## src/hw/fpx_defines.svh

```systemverilog
// Register offsets, field positions and reset values of the exception unit
`ifndef FPX_DEFINES_SVH
`define FPX_DEFINES_SVH
// ----------------------------------------
// Register byte offsets
// ----------------------------------------
`define FPX_OFF_STATUS   5'h00
`define FPX_OFF_BITSET   5'h04
`define FPX_OFF_MODE     5'h08
`define FPX_OFF_IRQ_STAT 5'h0C
`define FPX_OFF_IRQ_MASK 5'h10
`define FPX_OFF_INFO     5'h14
// ----------------------------------------
// Status register fields
// ----------------------------------------
`define FPX_NCOND        13
`define FPX_NEN          5
`define FPX_EN_LSB       16
`define FPX_INV_SUM_BIT  29
`define FPX_FEX_BIT      30
`define FPX_FX_BIT       31
// Condition bit positions
`define FPX_C_INEXACT    0
`define FPX_C_ZDIV       1
`define FPX_C_UNDER      2
`define FPX_C_OVER       3
`define FPX_C_SNAN       4
`define FPX_C_IMZ        8
`define FPX_C_VC         9
`define FPX_C_CVI        12
`define FPX_C_INV_LSB    4
// Enable bit positions
`define FPX_E_INV        4
// ----------------------------------------
// Interrupt status bits and reset values
// ----------------------------------------
`define FPX_IRQ_W        3
`define FPX_IRQ_DELIVER  0
`define FPX_IRQ_ILLEGAL  1
`define FPX_IRQ_SUPPRESS 2
`define FPX_RST_COND     13'h0000
`define FPX_RST_EN       5'h00
`define FPX_RST_MODE     2'h0
`define FPX_LAZY_CYCLES  8
`endif

```

## src/hw/fpx_pkg.sv

```systemverilog
// Types shared by the exception unit files
package fpx_pkg;
  typedef enum logic [1:0] {
    FPX_MODE_IGNORE  = 2'h0,
    FPX_MODE_IMP_NR  = 2'h1,
    FPX_MODE_IMP_REC = 2'h2,
    FPX_MODE_PRECISE = 2'h3
  } fpx_mode_t;

  typedef enum logic [1:0] {
    FPX_OP_OTHER = 2'h0,
    FPX_OP_FMA   = 2'h1,
    FPX_OP_CMPO  = 2'h2,
    FPX_OP_CVTI  = 2'h3
  } fpx_op_t;

  typedef enum logic [2:0] {
    FPX_ST_IDLE    = 3'h1,
    FPX_ST_PENDING = 3'h2,
    FPX_ST_DELIVER = 3'h4
  } fpx_state_t;
endpackage

```

## src/hw/fpx_flag_update.sv

```systemverilog
// Next-value logic of the sticky condition flags and summary flag
`include "fpx_defines.svh"
module fpx_flag_update (
  input  wire logic [`FPX_NCOND-1:0] cur_flags,
  input  wire logic                  cur_fx,
  input  wire logic                  ev_valid,
  input  wire logic [`FPX_NCOND-1:0] ev_flags,
  input  wire fpx_pkg::fpx_op_t      ev_op,
  input  wire logic                  sw_write,
  input  wire logic [`FPX_NCOND-1:0] sw_mask,
  input  wire logic [`FPX_NCOND-1:0] sw_data,
  input  wire logic                  sw_fx_we,
  input  wire logic                  sw_fx_data,
  input  wire logic                  sw_bitset,
  input  wire logic [`FPX_NCOND-1:0] sw_set,
  output logic      [`FPX_NCOND-1:0] flags_next,
  output logic                       fx_next,
  output logic                       illegal
);
  logic [`FPX_NCOND-1:0] ev_set;
  logic [`FPX_NCOND-1:0] sw_flags;
  logic [`FPX_NCOND-1:0] sw_rise;
  logic [`FPX_NCOND-1:0] pair_ok;
  logic                  fx_sw;

  assign ev_set = ev_valid ? ev_flags : '0;

  // ----------------------------------------
  // Software moves, then hardware sets
  // ----------------------------------------
  always_comb begin
    sw_flags = cur_flags;
    fx_sw    = cur_fx;
    if (sw_write) begin
      sw_flags = (cur_flags & ~sw_mask) | (sw_data & sw_mask);
      if (sw_fx_we) begin
        fx_sw = sw_fx_data;
      end
    end
    if (sw_bitset) begin
      sw_flags = cur_flags | sw_set;
    end
  end

  assign flags_next = sw_flags | ev_set;
  assign sw_rise    = (sw_write ? (sw_data & sw_mask) : '0) | (sw_bitset ? sw_set : '0);
  // summary on new or explicit set
  assign fx_next = fx_sw | (|(ev_set & ~cur_flags)) | (|(sw_rise & ~cur_flags))
                 | (sw_bitset & (|sw_set));

  // ----------------------------------------
  // Legal multi-flag combinations
  // ----------------------------------------
  // inexact pairs with over or under
  // signaling NaN pairs by op kind
  always_comb begin
    pair_ok = '0;
    pair_ok[`FPX_C_INEXACT] = 1'b1;
    pair_ok[`FPX_C_SNAN]    = 1'b1;
    pair_ok[`FPX_C_OVER]    = ev_set[`FPX_C_INEXACT];
    pair_ok[`FPX_C_UNDER]   = ev_set[`FPX_C_INEXACT];
    pair_ok[`FPX_C_IMZ]     = ev_set[`FPX_C_SNAN] && (ev_op == fpx_pkg::FPX_OP_FMA);
    pair_ok[`FPX_C_VC]      = ev_set[`FPX_C_SNAN] && (ev_op == fpx_pkg::FPX_OP_CMPO);
    pair_ok[`FPX_C_CVI]     = ev_set[`FPX_C_SNAN] && (ev_op == fpx_pkg::FPX_OP_CVTI);
  end

  assign illegal = ($countones(ev_set) > 1)
                && (($countones(ev_set) > 2) || (|(ev_set & ~pair_ok))
                    || (ev_set[`FPX_C_OVER] && ev_set[`FPX_C_UNDER]));
endmodule

```

## src/hw/fpx_exception_control.sv

```systemverilog
// Floating-point exception flags, trap modes and handler delivery
`include "fpx_defines.svh"
module fpx_exception_control #(
  parameter int TAG_W       = 8,
  parameter int LAZY_CYCLES = `FPX_LAZY_CYCLES
) (
  input  wire logic                  sys_clk,
  input  wire logic                  rst,
  input  wire logic [4:0]            avs_address,
  input  wire logic                  avs_read,
  input  wire logic                  avs_write,
  input  wire logic [31:0]           avs_writedata,
  input  wire logic [3:0]            avs_byteenable,
  output logic      [31:0]           avs_readdata,
  output logic                       avs_waitrequest,
  input  wire logic                  ex_valid,
  input  wire logic [`FPX_NCOND-1:0] ex_flags,
  input  wire fpx_pkg::fpx_op_t      ex_op,
  input  wire logic [TAG_W-1:0]      ex_tag,
  input  wire logic                  sync_event,
  output logic                       ex_suppress,
  output logic                       ex_write_result,
  output logic      [`FPX_NEN-1:0]   ex_trap_result,
  output logic                       ex_hold_younger,
  output logic                       prog_exc,
  output logic      [TAG_W-1:0]      prog_exc_tag,
  output logic      [1:0]            prog_exc_mode,
  output logic                       irq
);
  // ----------------------------------------
  // Parameter checks
  // ----------------------------------------
  if (TAG_W < 1 || TAG_W > 16) begin : g_bad_tag
    $error("TAG_W must be 1 to 16");
  end
  if (LAZY_CYCLES < 1 || LAZY_CYCLES > 255) begin : g_bad_lazy
    $error("LAZY_CYCLES must be 1 to 255");
  end

  // ----------------------------------------
  // Functions
  // ----------------------------------------
  // Spread the five class enables over the condition bits
  function automatic logic [`FPX_NCOND-1:0] en_expand(input logic [`FPX_NEN-1:0] en);
    en_expand = {{(`FPX_NCOND-`FPX_C_INV_LSB){en[`FPX_E_INV]}}, en[`FPX_C_INV_LSB-1:0]};
  endfunction

  function automatic logic [31:0] lane_mask(input logic [3:0] be);
    lane_mask = {{8{be[3]}}, {8{be[2]}}, {8{be[1]}}, {8{be[0]}}};
  endfunction

  // ----------------------------------------
  // State
  // ----------------------------------------
  logic [`FPX_NCOND-1:0] cond_reg;
  logic [`FPX_NCOND-1:0] cond_next;
  logic                  fx_reg;
  logic                  fx_next;
  logic [`FPX_NEN-1:0]   en_reg;
  logic [1:0]            mode_reg;
  logic [`FPX_IRQ_W-1:0] irq_stat_reg;
  logic [`FPX_IRQ_W-1:0] irq_mask_reg;
  logic                  ack_reg;
  logic [31:0]           rdata_reg;
  logic                  fex_reg;
  logic [7:0]            lazy_reg;
  logic [TAG_W-1:0]      tag_reg;
  logic                  prog_exc_reg;
  logic [TAG_W-1:0]      prog_tag_reg;
  logic [1:0]            prog_mode_reg;
  fpx_pkg::fpx_state_t   state_reg;

  logic                  req;
  logic                  wr_acc;
  logic                  hit_status;
  logic                  hit_bitset;
  logic [31:0]           wmask;
  logic                  enabled_exception_summary;
  logic                  ex_en_hit;
  logic                  sw_fex_rise;
  logic                  trig;
  logic                  force_pend;
  logic                  illegal;
  logic                  mode_ignore;
  logic                  mode_precise;
  logic                  mode_imprecise;
  logic [`FPX_IRQ_W-1:0] irq_ev;
  logic [`FPX_IRQ_W-1:0] irq_w1c;

  // ----------------------------------------
  // Avalon-MM slave, one wait cycle
  // ----------------------------------------
  assign req             = avs_read | avs_write;
  assign avs_waitrequest = req & ~ack_reg;
  assign avs_readdata    = rdata_reg;
  assign wr_acc          = avs_write & ack_reg;
  assign wmask           = lane_mask(avs_byteenable);
  assign hit_status      = ack_reg && (avs_address == `FPX_OFF_STATUS);
  assign hit_bitset      = ack_reg && (avs_address == `FPX_OFF_BITSET);

  always_ff @(posedge sys_clk or posedge rst) begin
    if (rst) begin
      ack_reg <= 1'b0;
    end else begin
      ack_reg <= req & ~ack_reg;
    end
  end

  // Read data captured in the wait cycle, stable at the accepting edge
  always_ff @(posedge sys_clk or posedge rst) begin
    if (rst) begin
      rdata_reg <= 32'h0000_0000;
    end else if (avs_read & ~ack_reg) begin
      rdata_reg <= 32'h0000_0000;
      case (avs_address)
        `FPX_OFF_STATUS: begin
          rdata_reg[`FPX_NCOND-1:0]                    <= cond_reg;
          rdata_reg[`FPX_EN_LSB+`FPX_NEN-1:`FPX_EN_LSB] <= en_reg;
          rdata_reg[`FPX_INV_SUM_BIT] <= |cond_reg[`FPX_NCOND-1:`FPX_C_INV_LSB];
          rdata_reg[`FPX_FEX_BIT]     <= enabled_exception_summary;
          rdata_reg[`FPX_FX_BIT]      <= fx_reg;
        end
        `FPX_OFF_MODE:     rdata_reg[1:0] <= mode_reg;
        `FPX_OFF_IRQ_STAT: rdata_reg[`FPX_IRQ_W-1:0] <= irq_stat_reg;
        `FPX_OFF_IRQ_MASK: rdata_reg[`FPX_IRQ_W-1:0] <= irq_mask_reg;
        `FPX_OFF_INFO: begin
          rdata_reg[TAG_W-1:0] <= tag_reg;
          rdata_reg[18:16]     <= state_reg;
        end
        default: rdata_reg <= 32'h0000_0000;
      endcase
    end
  end

  // ----------------------------------------
  // Flags and summaries
  // ----------------------------------------
  fpx_flag_update u_flags (
    .cur_flags  (cond_reg),
    .cur_fx     (fx_reg),
    .ev_valid   (ex_valid),
    .ev_flags   (ex_flags),
    .ev_op      (ex_op),
    .sw_write   (wr_acc & hit_status),
    .sw_mask    (wmask[`FPX_NCOND-1:0]),
    .sw_data    (avs_writedata[`FPX_NCOND-1:0]),
    .sw_fx_we   (wmask[`FPX_FX_BIT]),
    .sw_fx_data (avs_writedata[`FPX_FX_BIT]),
    .sw_bitset  (wr_acc & hit_bitset),
    .sw_set     (avs_writedata[`FPX_NCOND-1:0] & wmask[`FPX_NCOND-1:0]),
    .flags_next (cond_next),
    .fx_next    (fx_next),
    .illegal    (illegal)
  );

  always_ff @(posedge sys_clk or posedge rst) begin
    if (rst) begin
      cond_reg <= `FPX_RST_COND;
      fx_reg   <= 1'b0;
    end else begin
      cond_reg <= cond_next;
      fx_reg   <= fx_next;
    end
  end

  always_ff @(posedge sys_clk or posedge rst) begin
    if (rst) begin
      en_reg <= `FPX_RST_EN;
    end else if (wr_acc && hit_status && avs_byteenable[2]) begin
      en_reg <= avs_writedata[`FPX_EN_LSB+`FPX_NEN-1:`FPX_EN_LSB];
    end
  end

  always_ff @(posedge sys_clk or posedge rst) begin
    if (rst) begin
      mode_reg <= `FPX_RST_MODE;
    end else if (wr_acc && avs_address == `FPX_OFF_MODE && avs_byteenable[0]) begin
      mode_reg <= avs_writedata[1:0];
    end
  end

  assign mode_ignore    = (mode_reg == fpx_pkg::FPX_MODE_IGNORE);
  assign mode_precise   = (mode_reg == fpx_pkg::FPX_MODE_PRECISE);
  assign mode_imprecise = ~mode_ignore & ~mode_precise;

  // enabled summary from flags and enables
  assign enabled_exception_summary = |(cond_reg & en_expand(en_reg));

  always_ff @(posedge sys_clk or posedge rst) begin
    if (rst) begin
      fex_reg <= 1'b0;
    end else begin
      fex_reg <= enabled_exception_summary;
    end
  end

  // ----------------------------------------
  // Per-instruction result control
  // ----------------------------------------
  // disabled conditions never count
  assign ex_en_hit = ex_valid & (|(ex_flags & en_expand(en_reg)));

  assign ex_suppress = ex_valid
    & ((en_reg[`FPX_E_INV] & (|ex_flags[`FPX_NCOND-1:`FPX_C_INV_LSB]))
       | (en_reg[`FPX_C_ZDIV] & ex_flags[`FPX_C_ZDIV]));

  assign ex_write_result = ex_valid & ~ex_suppress;

  // per class, trap value when enabled
  assign ex_trap_result = ex_valid ? (en_reg & {|ex_flags[`FPX_NCOND-1:`FPX_C_INV_LSB],
                                                ex_flags[`FPX_C_INV_LSB-1:0]}) : '0;

  // ----------------------------------------
  // Handler delivery
  // ----------------------------------------
  // Software raising an enabled flag counts as a new enabled event
  assign sw_fex_rise = enabled_exception_summary & ~fex_reg;
  // needs an enabled hit or summary rise and a trapping mode
  assign trig        = (ex_en_hit | sw_fex_rise) & ~mode_ignore;
  // status access forces; so does sync
  assign force_pend  = mode_imprecise & (hit_status | hit_bitset | sync_event);

  always_ff @(posedge sys_clk or posedge rst) begin
    if (rst) begin
      state_reg <= fpx_pkg::FPX_ST_IDLE;
      lazy_reg  <= 8'h00;
      tag_reg   <= '0;
    end else begin
      case (state_reg)
        fpx_pkg::FPX_ST_IDLE: begin
          if (trig) begin
            tag_reg  <= ex_en_hit ? ex_tag : tag_reg;
            lazy_reg <= 8'(LAZY_CYCLES);
            if (mode_precise) begin
              state_reg <= fpx_pkg::FPX_ST_DELIVER;
            end else begin
              state_reg <= fpx_pkg::FPX_ST_PENDING;
            end
          end
        end
        fpx_pkg::FPX_ST_PENDING: begin
          // Held while ignore mode is set, dropped if software cleared it
          if (~enabled_exception_summary & ~ex_en_hit) begin
            state_reg <= fpx_pkg::FPX_ST_IDLE;
          end else if (mode_precise) begin
            state_reg <= fpx_pkg::FPX_ST_DELIVER;
          end else if (~mode_ignore) begin
            if (force_pend || lazy_reg == 8'h00) begin
              state_reg <= fpx_pkg::FPX_ST_DELIVER;
            end else begin
              lazy_reg <= lazy_reg - 8'h01;
            end
          end
        end
        fpx_pkg::FPX_ST_DELIVER: state_reg <= fpx_pkg::FPX_ST_IDLE;
        default:                 state_reg <= fpx_pkg::FPX_ST_IDLE;
      endcase
    end
  end

  // recoverable and precise stall younger consumers
  assign ex_hold_younger = (ex_en_hit & ~mode_ignore & ~(mode_reg == fpx_pkg::FPX_MODE_IMP_NR))
    | ((state_reg != fpx_pkg::FPX_ST_IDLE)
       & (mode_precise | (mode_reg == fpx_pkg::FPX_MODE_IMP_REC)));

  // raise with the tag of the excepting instruction
  always_ff @(posedge sys_clk or posedge rst) begin
    if (rst) begin
      prog_exc_reg  <= 1'b0;
      prog_tag_reg  <= '0;
      prog_mode_reg <= 2'h0;
    end else begin
      prog_exc_reg <= (state_reg == fpx_pkg::FPX_ST_DELIVER) & ~mode_ignore;
      if (state_reg == fpx_pkg::FPX_ST_DELIVER) begin
        prog_tag_reg  <= tag_reg;
        prog_mode_reg <= mode_reg;
      end
    end
  end

  assign prog_exc      = prog_exc_reg;
  assign prog_exc_tag  = prog_tag_reg;
  assign prog_exc_mode = prog_mode_reg;

  // ----------------------------------------
  // Interrupt status and mask
  // ----------------------------------------
  always_comb begin
    irq_ev = '0;
    irq_ev[`FPX_IRQ_DELIVER]  = prog_exc_reg;
    irq_ev[`FPX_IRQ_ILLEGAL]  = illegal;
    irq_ev[`FPX_IRQ_SUPPRESS] = ex_suppress;
  end

  assign irq_w1c = (wr_acc && avs_address == `FPX_OFF_IRQ_STAT && avs_byteenable[0])
                 ? avs_writedata[`FPX_IRQ_W-1:0] : '0;

  // A new event wins over a clear in the same cycle
  always_ff @(posedge sys_clk or posedge rst) begin
    if (rst) begin
      irq_stat_reg <= '0;
    end else begin
      irq_stat_reg <= (irq_stat_reg & ~irq_w1c) | irq_ev;
    end
  end

  always_ff @(posedge sys_clk or posedge rst) begin
    if (rst) begin
      irq_mask_reg <= '0;
    end else if (wr_acc && avs_address == `FPX_OFF_IRQ_MASK && avs_byteenable[0]) begin
      irq_mask_reg <= avs_writedata[`FPX_IRQ_W-1:0];
    end
  end

  assign irq = |(irq_stat_reg & irq_mask_reg);
endmodule

```

## config.mk

```make
export PLATFORM = sky130hd
export DESIGN_NAME = fpx_exception_control
export DESIGN_NICKNAME = d
export VERILOG_FILES = /design/src/hw/fpx_pkg.sv /design/src/hw/fpx_flag_update.sv /design/src/hw/fpx_exception_control.sv
export VERILOG_INCLUDE_DIRS = /design/src /design/src/hw
export SDC_FILE = /design/constraint.sdc
export NUM_CORES = 1
export LEC_CHECK = 0
export BUFFER_PORTS_ARGS = -buffer_cell sky130_fd_sc_hd__buf_2
export CORE_ASPECT_RATIO = 1.2
export CORE_UTILIZATION = 40
export CTS_CLUSTER_SIZE = 24
export DETAILED_ROUTE_END_ITERATION = 16
export PLACE_DENSITY = 0.61
export SKIP_LAST_GASP = 1
export SLEW_MARGIN = 30
export SYNTH_ARGS = -nofsm -noshare
export SYNTH_HDL_FRONTEND = slang
export SYNTH_SLANG_ARGS = --single-unit
```

## constraint.sdc

```tcl
create_clock -name sys_clk -period 5.2 [get_ports sys_clk]
set_input_delay 0.26 -clock sys_clk [delete_from_list [all_inputs] [get_ports sys_clk]]
set_output_delay 0.26 -clock sys_clk [all_outputs]
set_load 0.005 [all_outputs]
```

==> metrics.yaml, run 1 <==
detailed_routing:
  drtPass1Iterations: 7
  vias_per_cell: 5.38
  num_vias: 3910
  wl_per_cell_um: 16.7
  postRouteAntennaNets: 0
  drcViolationCount: 0
  wl_um: 12100
  drt-initial-drc-count: 205
final_layout:
  finalNonFillerCells: 727
  final_common_cell: "buf_2"
  antenna_cells: 0
  syn2layout_area_growth_pct: 19.5
  finish.utilization_pct: 49.6
  final_cell_mix: "98 x buf_2, 79 x dfrtp_1, 57 x nand2_1"
  drive_gt1_share_pct: 27.1
  layout.nets: 660
  largest_reg_flops: 21
synth:
  synthCells: 472
  syn_area_um2: 4630
  ys_ff_latch: 80
  synth_edf_count: 0
  avgSynthCellArea_um2: 9.80
  synth_cell_types: 63
  synth_warnings: 0
  ys_seq_area_share_pct: 43.3
  ys_async_sr_fraction_pct: 100
  synthFlopType: "dfrtp_1"
clock_tree:
  clockRootBuffer: "clkbuf_16"
  htreeDepth: 3
  cts_tree: "yes"
  cts_num_sinks: 80
  cts_buffers: 9
  ctsHoldBuffers: 0
  cts_max_path_buffers: 2
  cts_setup_buffers: 0
  clkTransAtPathRegs_ns: 0.06
  post_cts_resized: 0
  clkLatencyLatePin_ns: 0.33
placement:
  port_buffers: 98
  dp_cells: 711
  gp_congestion: 0.858
  pre_cts_slack_ns: 1.07
  post-dp-hpwl_um: 9370
setup_path:
  reg2reg_depth: 7
  r2r_end: "lazy_reg[3]"
  critPathKind: "input pin to flop"
  path_cells: "buf_2, and2_1, ha_1, inv_1, fa_1, fa_1, fa_1, inv_1, fa_1, fa_1, o21ai_0, nand2_1, a221o_1"
  worstPathArrival_ns: 4.01
  crit_start: "ex_valid"
  critPathSlowestCell: "fa_1"
  reg2reg_from: "mode_reg[1]"
  path_max_fanout: 25
  end_kind: "flop"
  cp-start-kind: "input pin"
  rrSetupSlack_ns: 2.49
  cpPeakStageDelay_ns: 0.51
  critical_path_buf_inv_count: 3
  crit_top_cell: "fa_1"
  cpLargestDelayFamily: "adder cells"
  worstPathRequired_ns: 5.41
global_routing:
  grt_usage_pct: 21.3
  grt_overflow: 0
  grt_pass1_vias: 3879
  grt_max_degree: 81
  grt_pass1_wl_um: 19700
  antenna_found_initial: 0
timing:
  fin_skew_ns: 0.00813
  setup_viol: 0
  period_share_pct: 73.0
  final_hold_viol_count: 0
  rsz0062_at_grt: "no"
  fin_setup_tns_ns: 0
  fin_crit_ns: 3.80
  worst_slew_margin_rel_pct: 42.0
  max_freq_ghz: 0.263
  drv_slew: 0
  worst_pin_slew_ns: 0.865
  setup_ws_ns: 1.40
die:
  rows: 42
  die_y_um: 120
  coreArea_um2: 11100
  die_area_um2: 12000
  io_pins: 123
  die_x_um: 100
  initial_core_util_pct: 41.5
flow_run:
  maxCapViolCount: 0
status:
  status: "finished clean"
pwr:
  leakagePower_nw: 2.70
  power_mw: 1.99
  p_per_area_nw_per_um2: 359
  ir_drop_mv: 0.170
hold_path:
  holdCritPathClass: "input pin to async pin"
[worst reg2reg max path, delay by kind of cell (launching register included)]
family          cells  cell delay, ns
compound gates      2            0.62
mux                 1            0.30
buf+inv             1            0.12
flops               1            0.44
fa+ha+maj           1            0.35
simple gates        2            0.75
[how the worst max path moves through the flow]
stage	end	slack, ns	depth (start not counted)
final	irq_stat_reg[1]	1.40	13
after detailed placement	irq_stat_reg[1]	1.07	13
after CTS	irq_stat_reg[1]	1.42	13
after floorplan	irq_stat_reg[1]	1.37	13
after global placement	irq_stat_reg[1]	1.12	13
after global routing	irq_stat_reg[1]	1.19	13
[metrics by stage]
step | hold slack (ns) | instance area (um2)
final | 0.104 | 5530
after global routing | 0.153 | 5530
after CTS | 0.144 | 5530
after detailed placement | 0.442 | 5230
after global placement | 0.441 | 5220
after floorplan | 0.377 | 4660
[report_power, final]
group	leakage, nW	total (mW)	internal [mW]	switching, mW
logic	1.58	0.528	0.256	0.271
registers	0.976	0.828	0.738	0.0895
clock network	0.145	0.631	0.384	0.247
total	2.70	1.99	1.38	0.608
[cell usage after synthesis, drive strengths merged, types with 8 or more instances]
library cell	instances	area, um2
a21oi	10	50.1
a222oi	8	80.1
a22oi	18	135
and2	12	75.1
buf	14	105
clkbuf	13	48.8
dfrtp	79	1980
fa	8	160
ha	14	175
inv	43	161
mux2	28	319
nand2	57	214
nor2	25	93.8
nor3	8	45.0
o21ai	31	155
[routing by layer]
layer | wire, um | part of all wire [%] | track usage [%]
met5 | 0 | 0 | 0
met4 | 225 | 1.9 | 6.97
met3 | 732 | 6.0 | 3.67
met2 | 5950 | 49 | 35.5
met1 | 5210 | 43 | 27.8
[cell type report]
cell class	count	area, um2
clock buffer	11	243
clock inverter	5	56.3
fill	1099	5610
inverter	43	163
multi-input combinational	332	2340
sequential	80	2000
tap	154	193
timing repair buffer	102	524
[logic make-up after synthesis]
group / share of synthesized area, %
buffers and inverters: 6.82
other: 0.0811
AND/OR/NAND/NOR: 16.8
multiplexers: 7.55
flip-flops: 43.3
XOR/XNOR: 0.379
adder cells (fa/ha/maj): 7.25
AO/OA/AOI/OAI: 17.8
(Power assumes the default switching activity.)
==> run 2, diff against run 1 <==
- ABC_AREA: not set -> 1
- PLACE_DENSITY: 0.61 -> 0.63
- clock period: 5.2 -> 3.1 ns (I/O delays scaled with it)
==> metrics.yaml, run 2 <==
global_routing:
  grt_usage_pct: 22.5  # +1.2 points
  grt_pass1_vias: 4660  # +20%
  antenna_found_initial: 0  # unchanged
  grt_pass1_wl_um: 23100  # +18%
  grt_max_degree: 44  # -46%
  grt_overflow: 0  # unchanged
clock_tree:
  clkTransAtPathRegs_ns: 0.06  # about the same
  clockRootBuffer: "clkbuf_16"
  cts_setup_buffers: 0  # unchanged
  cts_buffers: 9  # unchanged
  cts_max_path_buffers: 2  # unchanged
  cts_tree: "yes"
  htreeDepth: 3  # unchanged
  cts_num_sinks: 80  # unchanged
  clkLatencyLatePin_ns: 0.34  # about the same
timing:
  setup_ws_ns: -0.0466  # -1.45 ns
  drv_slew: 0  # unchanged
  fin_setup_tns_ns: -0.0466  # -0.0466 ns
  final_hold_viol_count: 0  # unchanged
  rsz0062_at_grt: "yes"
  setup_viol: 1  # +1
  fin_skew_ns: 0.00951  # +0.00138 ns
  max_freq_ghz: 0.318
  hold_slack_ns: 0.0642  # -0.0399 ns
  worst_pin_slew_ns: 0.776  # -0.0887 ns
  worst_slew_margin_rel_pct: 48.2  # +6.2 points
  period_share_pct: 102
  fin_crit_ns: 3.15
setup_path:
  critPathKind: "input pin to flop"
  r2r_end: "lazy_reg[0]"
  worstPathArrival_ns: 3.36  # -0.65 ns
  path_max_fanout: 8  # -68%
  reg2reg_depth: 11  # +4
  end_kind: "flop"
  worstPathRequired_ns: 3.31  # -2.10 ns
  cp-start-kind: "input pin"
  rrSetupSlack_ns: 1.18  # -1.31 ns
  reg2reg_from: "en_reg[4]"
detailed_routing:
  drcViolationCount: 0  # unchanged
  postRouteAntennaNets: 0  # unchanged
  wl_um: 14200  # +17%
  num_vias: 4818  # +23%
  vias_per_cell: 5.07  # -5.7%
  drtPass1Iterations: 5  # -2
  drt-initial-drc-count: 323  # +58%
  wl_per_cell_um: 15.0  # -10%
placement:
  post-dp-hpwl_um: 11300  # +21%
  port_buffers: 98  # unchanged
  pre_cts_slack_ns: -0.437  # -1.51 ns
  gp_congestion: 0.949  # +11%
synth:
  avgSynthCellArea_um2: 7.76  # -21%
  synth_edf_count: 0  # unchanged
  synth_cell_types: 50  # -21%
  synthFlopType: "dfrtp_1"
  ys_async_sr_fraction_pct: 100  # unchanged
  synth.most_common_cell: "nand2_1"
  ys_seq_area_share_pct: 39.5  # -3.8 points
  syn_area_um2: 5070  # +9.7%
  ys_ff_latch: 80  # unchanged
  synth_common_cells: "157 x nand2_1, 98 x inv_1, 79 x dfrtp_1"
  synthTopCellsByArea: "dfrtp_1 39%, nand2_1 12%, inv_1 7.2%, o21ai_0 5.4%, nor2_1 4.4%"
  synth_warnings: 0  # unchanged
  synth_top_area_share_pct: 39.0  # -3.8 points
  synth_top_area_cell: "dfrtp_1"
  synthCells: 654  # +39%
final_layout:
  fill_cells: 1248  # +14%
  final_common_cell: "nand2_1"
  antenna_cells: 0  # unchanged
  layout.nets: 876  # +33%
  drive_gt1_share_pct: 25.0  # -2.1 points
  largest_reg_flops: 21  # unchanged
  syn2layout_area_growth_pct: 22.8
  final_cell_mix: "155 x nand2_1, 98 x buf_2, 96 x inv_1"
die:
  die_x_um: 105  # +4.7%
  coreArea_um2: 12200  # +9.7%
  die_area_um2: 13100  # +9.5%
  rows: 44  # +4.8%
  io_pins: 123  # unchanged
  initial_core_util_pct: 41.5  # about the same
  die_y_um: 125  # +4.7%
flow_run:
  maxCapViolCount: 0  # unchanged
pwr:
  p_per_area_nw_per_um2: 565  # +57%
  power_mw: 3.52  # +77%
  leakagePower_nw: 3.41  # +26%
  ir_drop_mv: 0.402  # +140%
status:
  violations: "negative setup slack"
  status: "finished with violations"
hold_path:
  worst_hold_path.num_cells: 3
  min_from: "ex_tag[5]"
  holdCritPathClass: "input pin to flop"
  min_to: "tag_reg[5]"
run 2: how the worst max path moves through the flow:
stage	from	endpoint	slack (ns)	depth (start not counted)
after global routing	ex_valid	irq_stat_reg[1]	-0.20	16
after global placement	ex_valid	irq_stat_reg[1]	-0.39	16
final	ex_valid	irq_stat_reg[1]	-0.05	16
after detailed placement	ex_valid	irq_stat_reg[1]	-0.44	16
after CTS	ex_valid	irq_stat_reg[1]	-0.07	16
after floorplan	ex_valid	irq_stat_reg[1]	-0.37	17
run 2: area by class of cell:
| type | instances | area [um2] | area share [%] |
|---|---|---|---|
| multi-input cells | 457 | 2570 | 41.3 |
| repair buffers | 133 | 756 | 12.1 |
| well taps | 161 | 201 | 3.23 |
| clock buffers | 12 | 256 | 4.12 |
| inverters | 103 | 390 | 6.27 |
| flip-flops and latches | 80 | 2000 | 32.1 |
| clock inverters | 4 | 52.6 | 0.843 |
run 2: per-stage QoR:
stage,util [%],std cells,instance area [um2]
after floorplan,-,664,5130
after global placement,48.3,933,5900
after detailed placement,48.3,933,5900
after CTS,50.9,950,6230
after global routing,51.0,950,6230
final,51.0,950,6230
run 2: critical path, cell delays in order:
cell and delay (ns):
buf_2 0.15, nand2_2 0.08, inv_1 0.06, ha_1 0.27, inv_1 0.04, fa_1 0.49
fa_1 0.42, fa_1 0.49, inv_1 0.05, fa_2 0.36, fa_2 0.34, inv_2 0.06
nor2_1 0.03, nor3_1 0.16, o21a_1 0.14, nand3_1 0.07
run 2: logic make-up after synthesis:
logic type | share of synthesized area (%)
muxes | 0.222
and+or+nand+nor | 26.8
adders and majority gates | 6.61
DFF | 39.5
AOI/OAI and AO/OA | 15.2
other | 0.0739
xor gates and xnor gates | 0.690
buffers and inverters | 10.9
run 2: repair_timing:
item	4_1_cts	5_1_grt
hold endpoints to repair	40	0
pin swaps	0	0
resized for setup	1	1
setup endpoints to repair	1	1
hold buffers	1	0
run 2: metal layers:
metal,share of wire [%],GRT usage (%)
met1,43,28.9
met2,49,38.8
met3,6.0,4.22
met4,1.3,5.55
met5,0,0
run 2: power breakdown:
part | internal [mW] | total, mW | switching [mW]
combinational | 0.424 | 1.08 | 0.654
clock | 0.671 | 1.10 | 0.431
sequential | 1.21 | 1.34 | 0.123
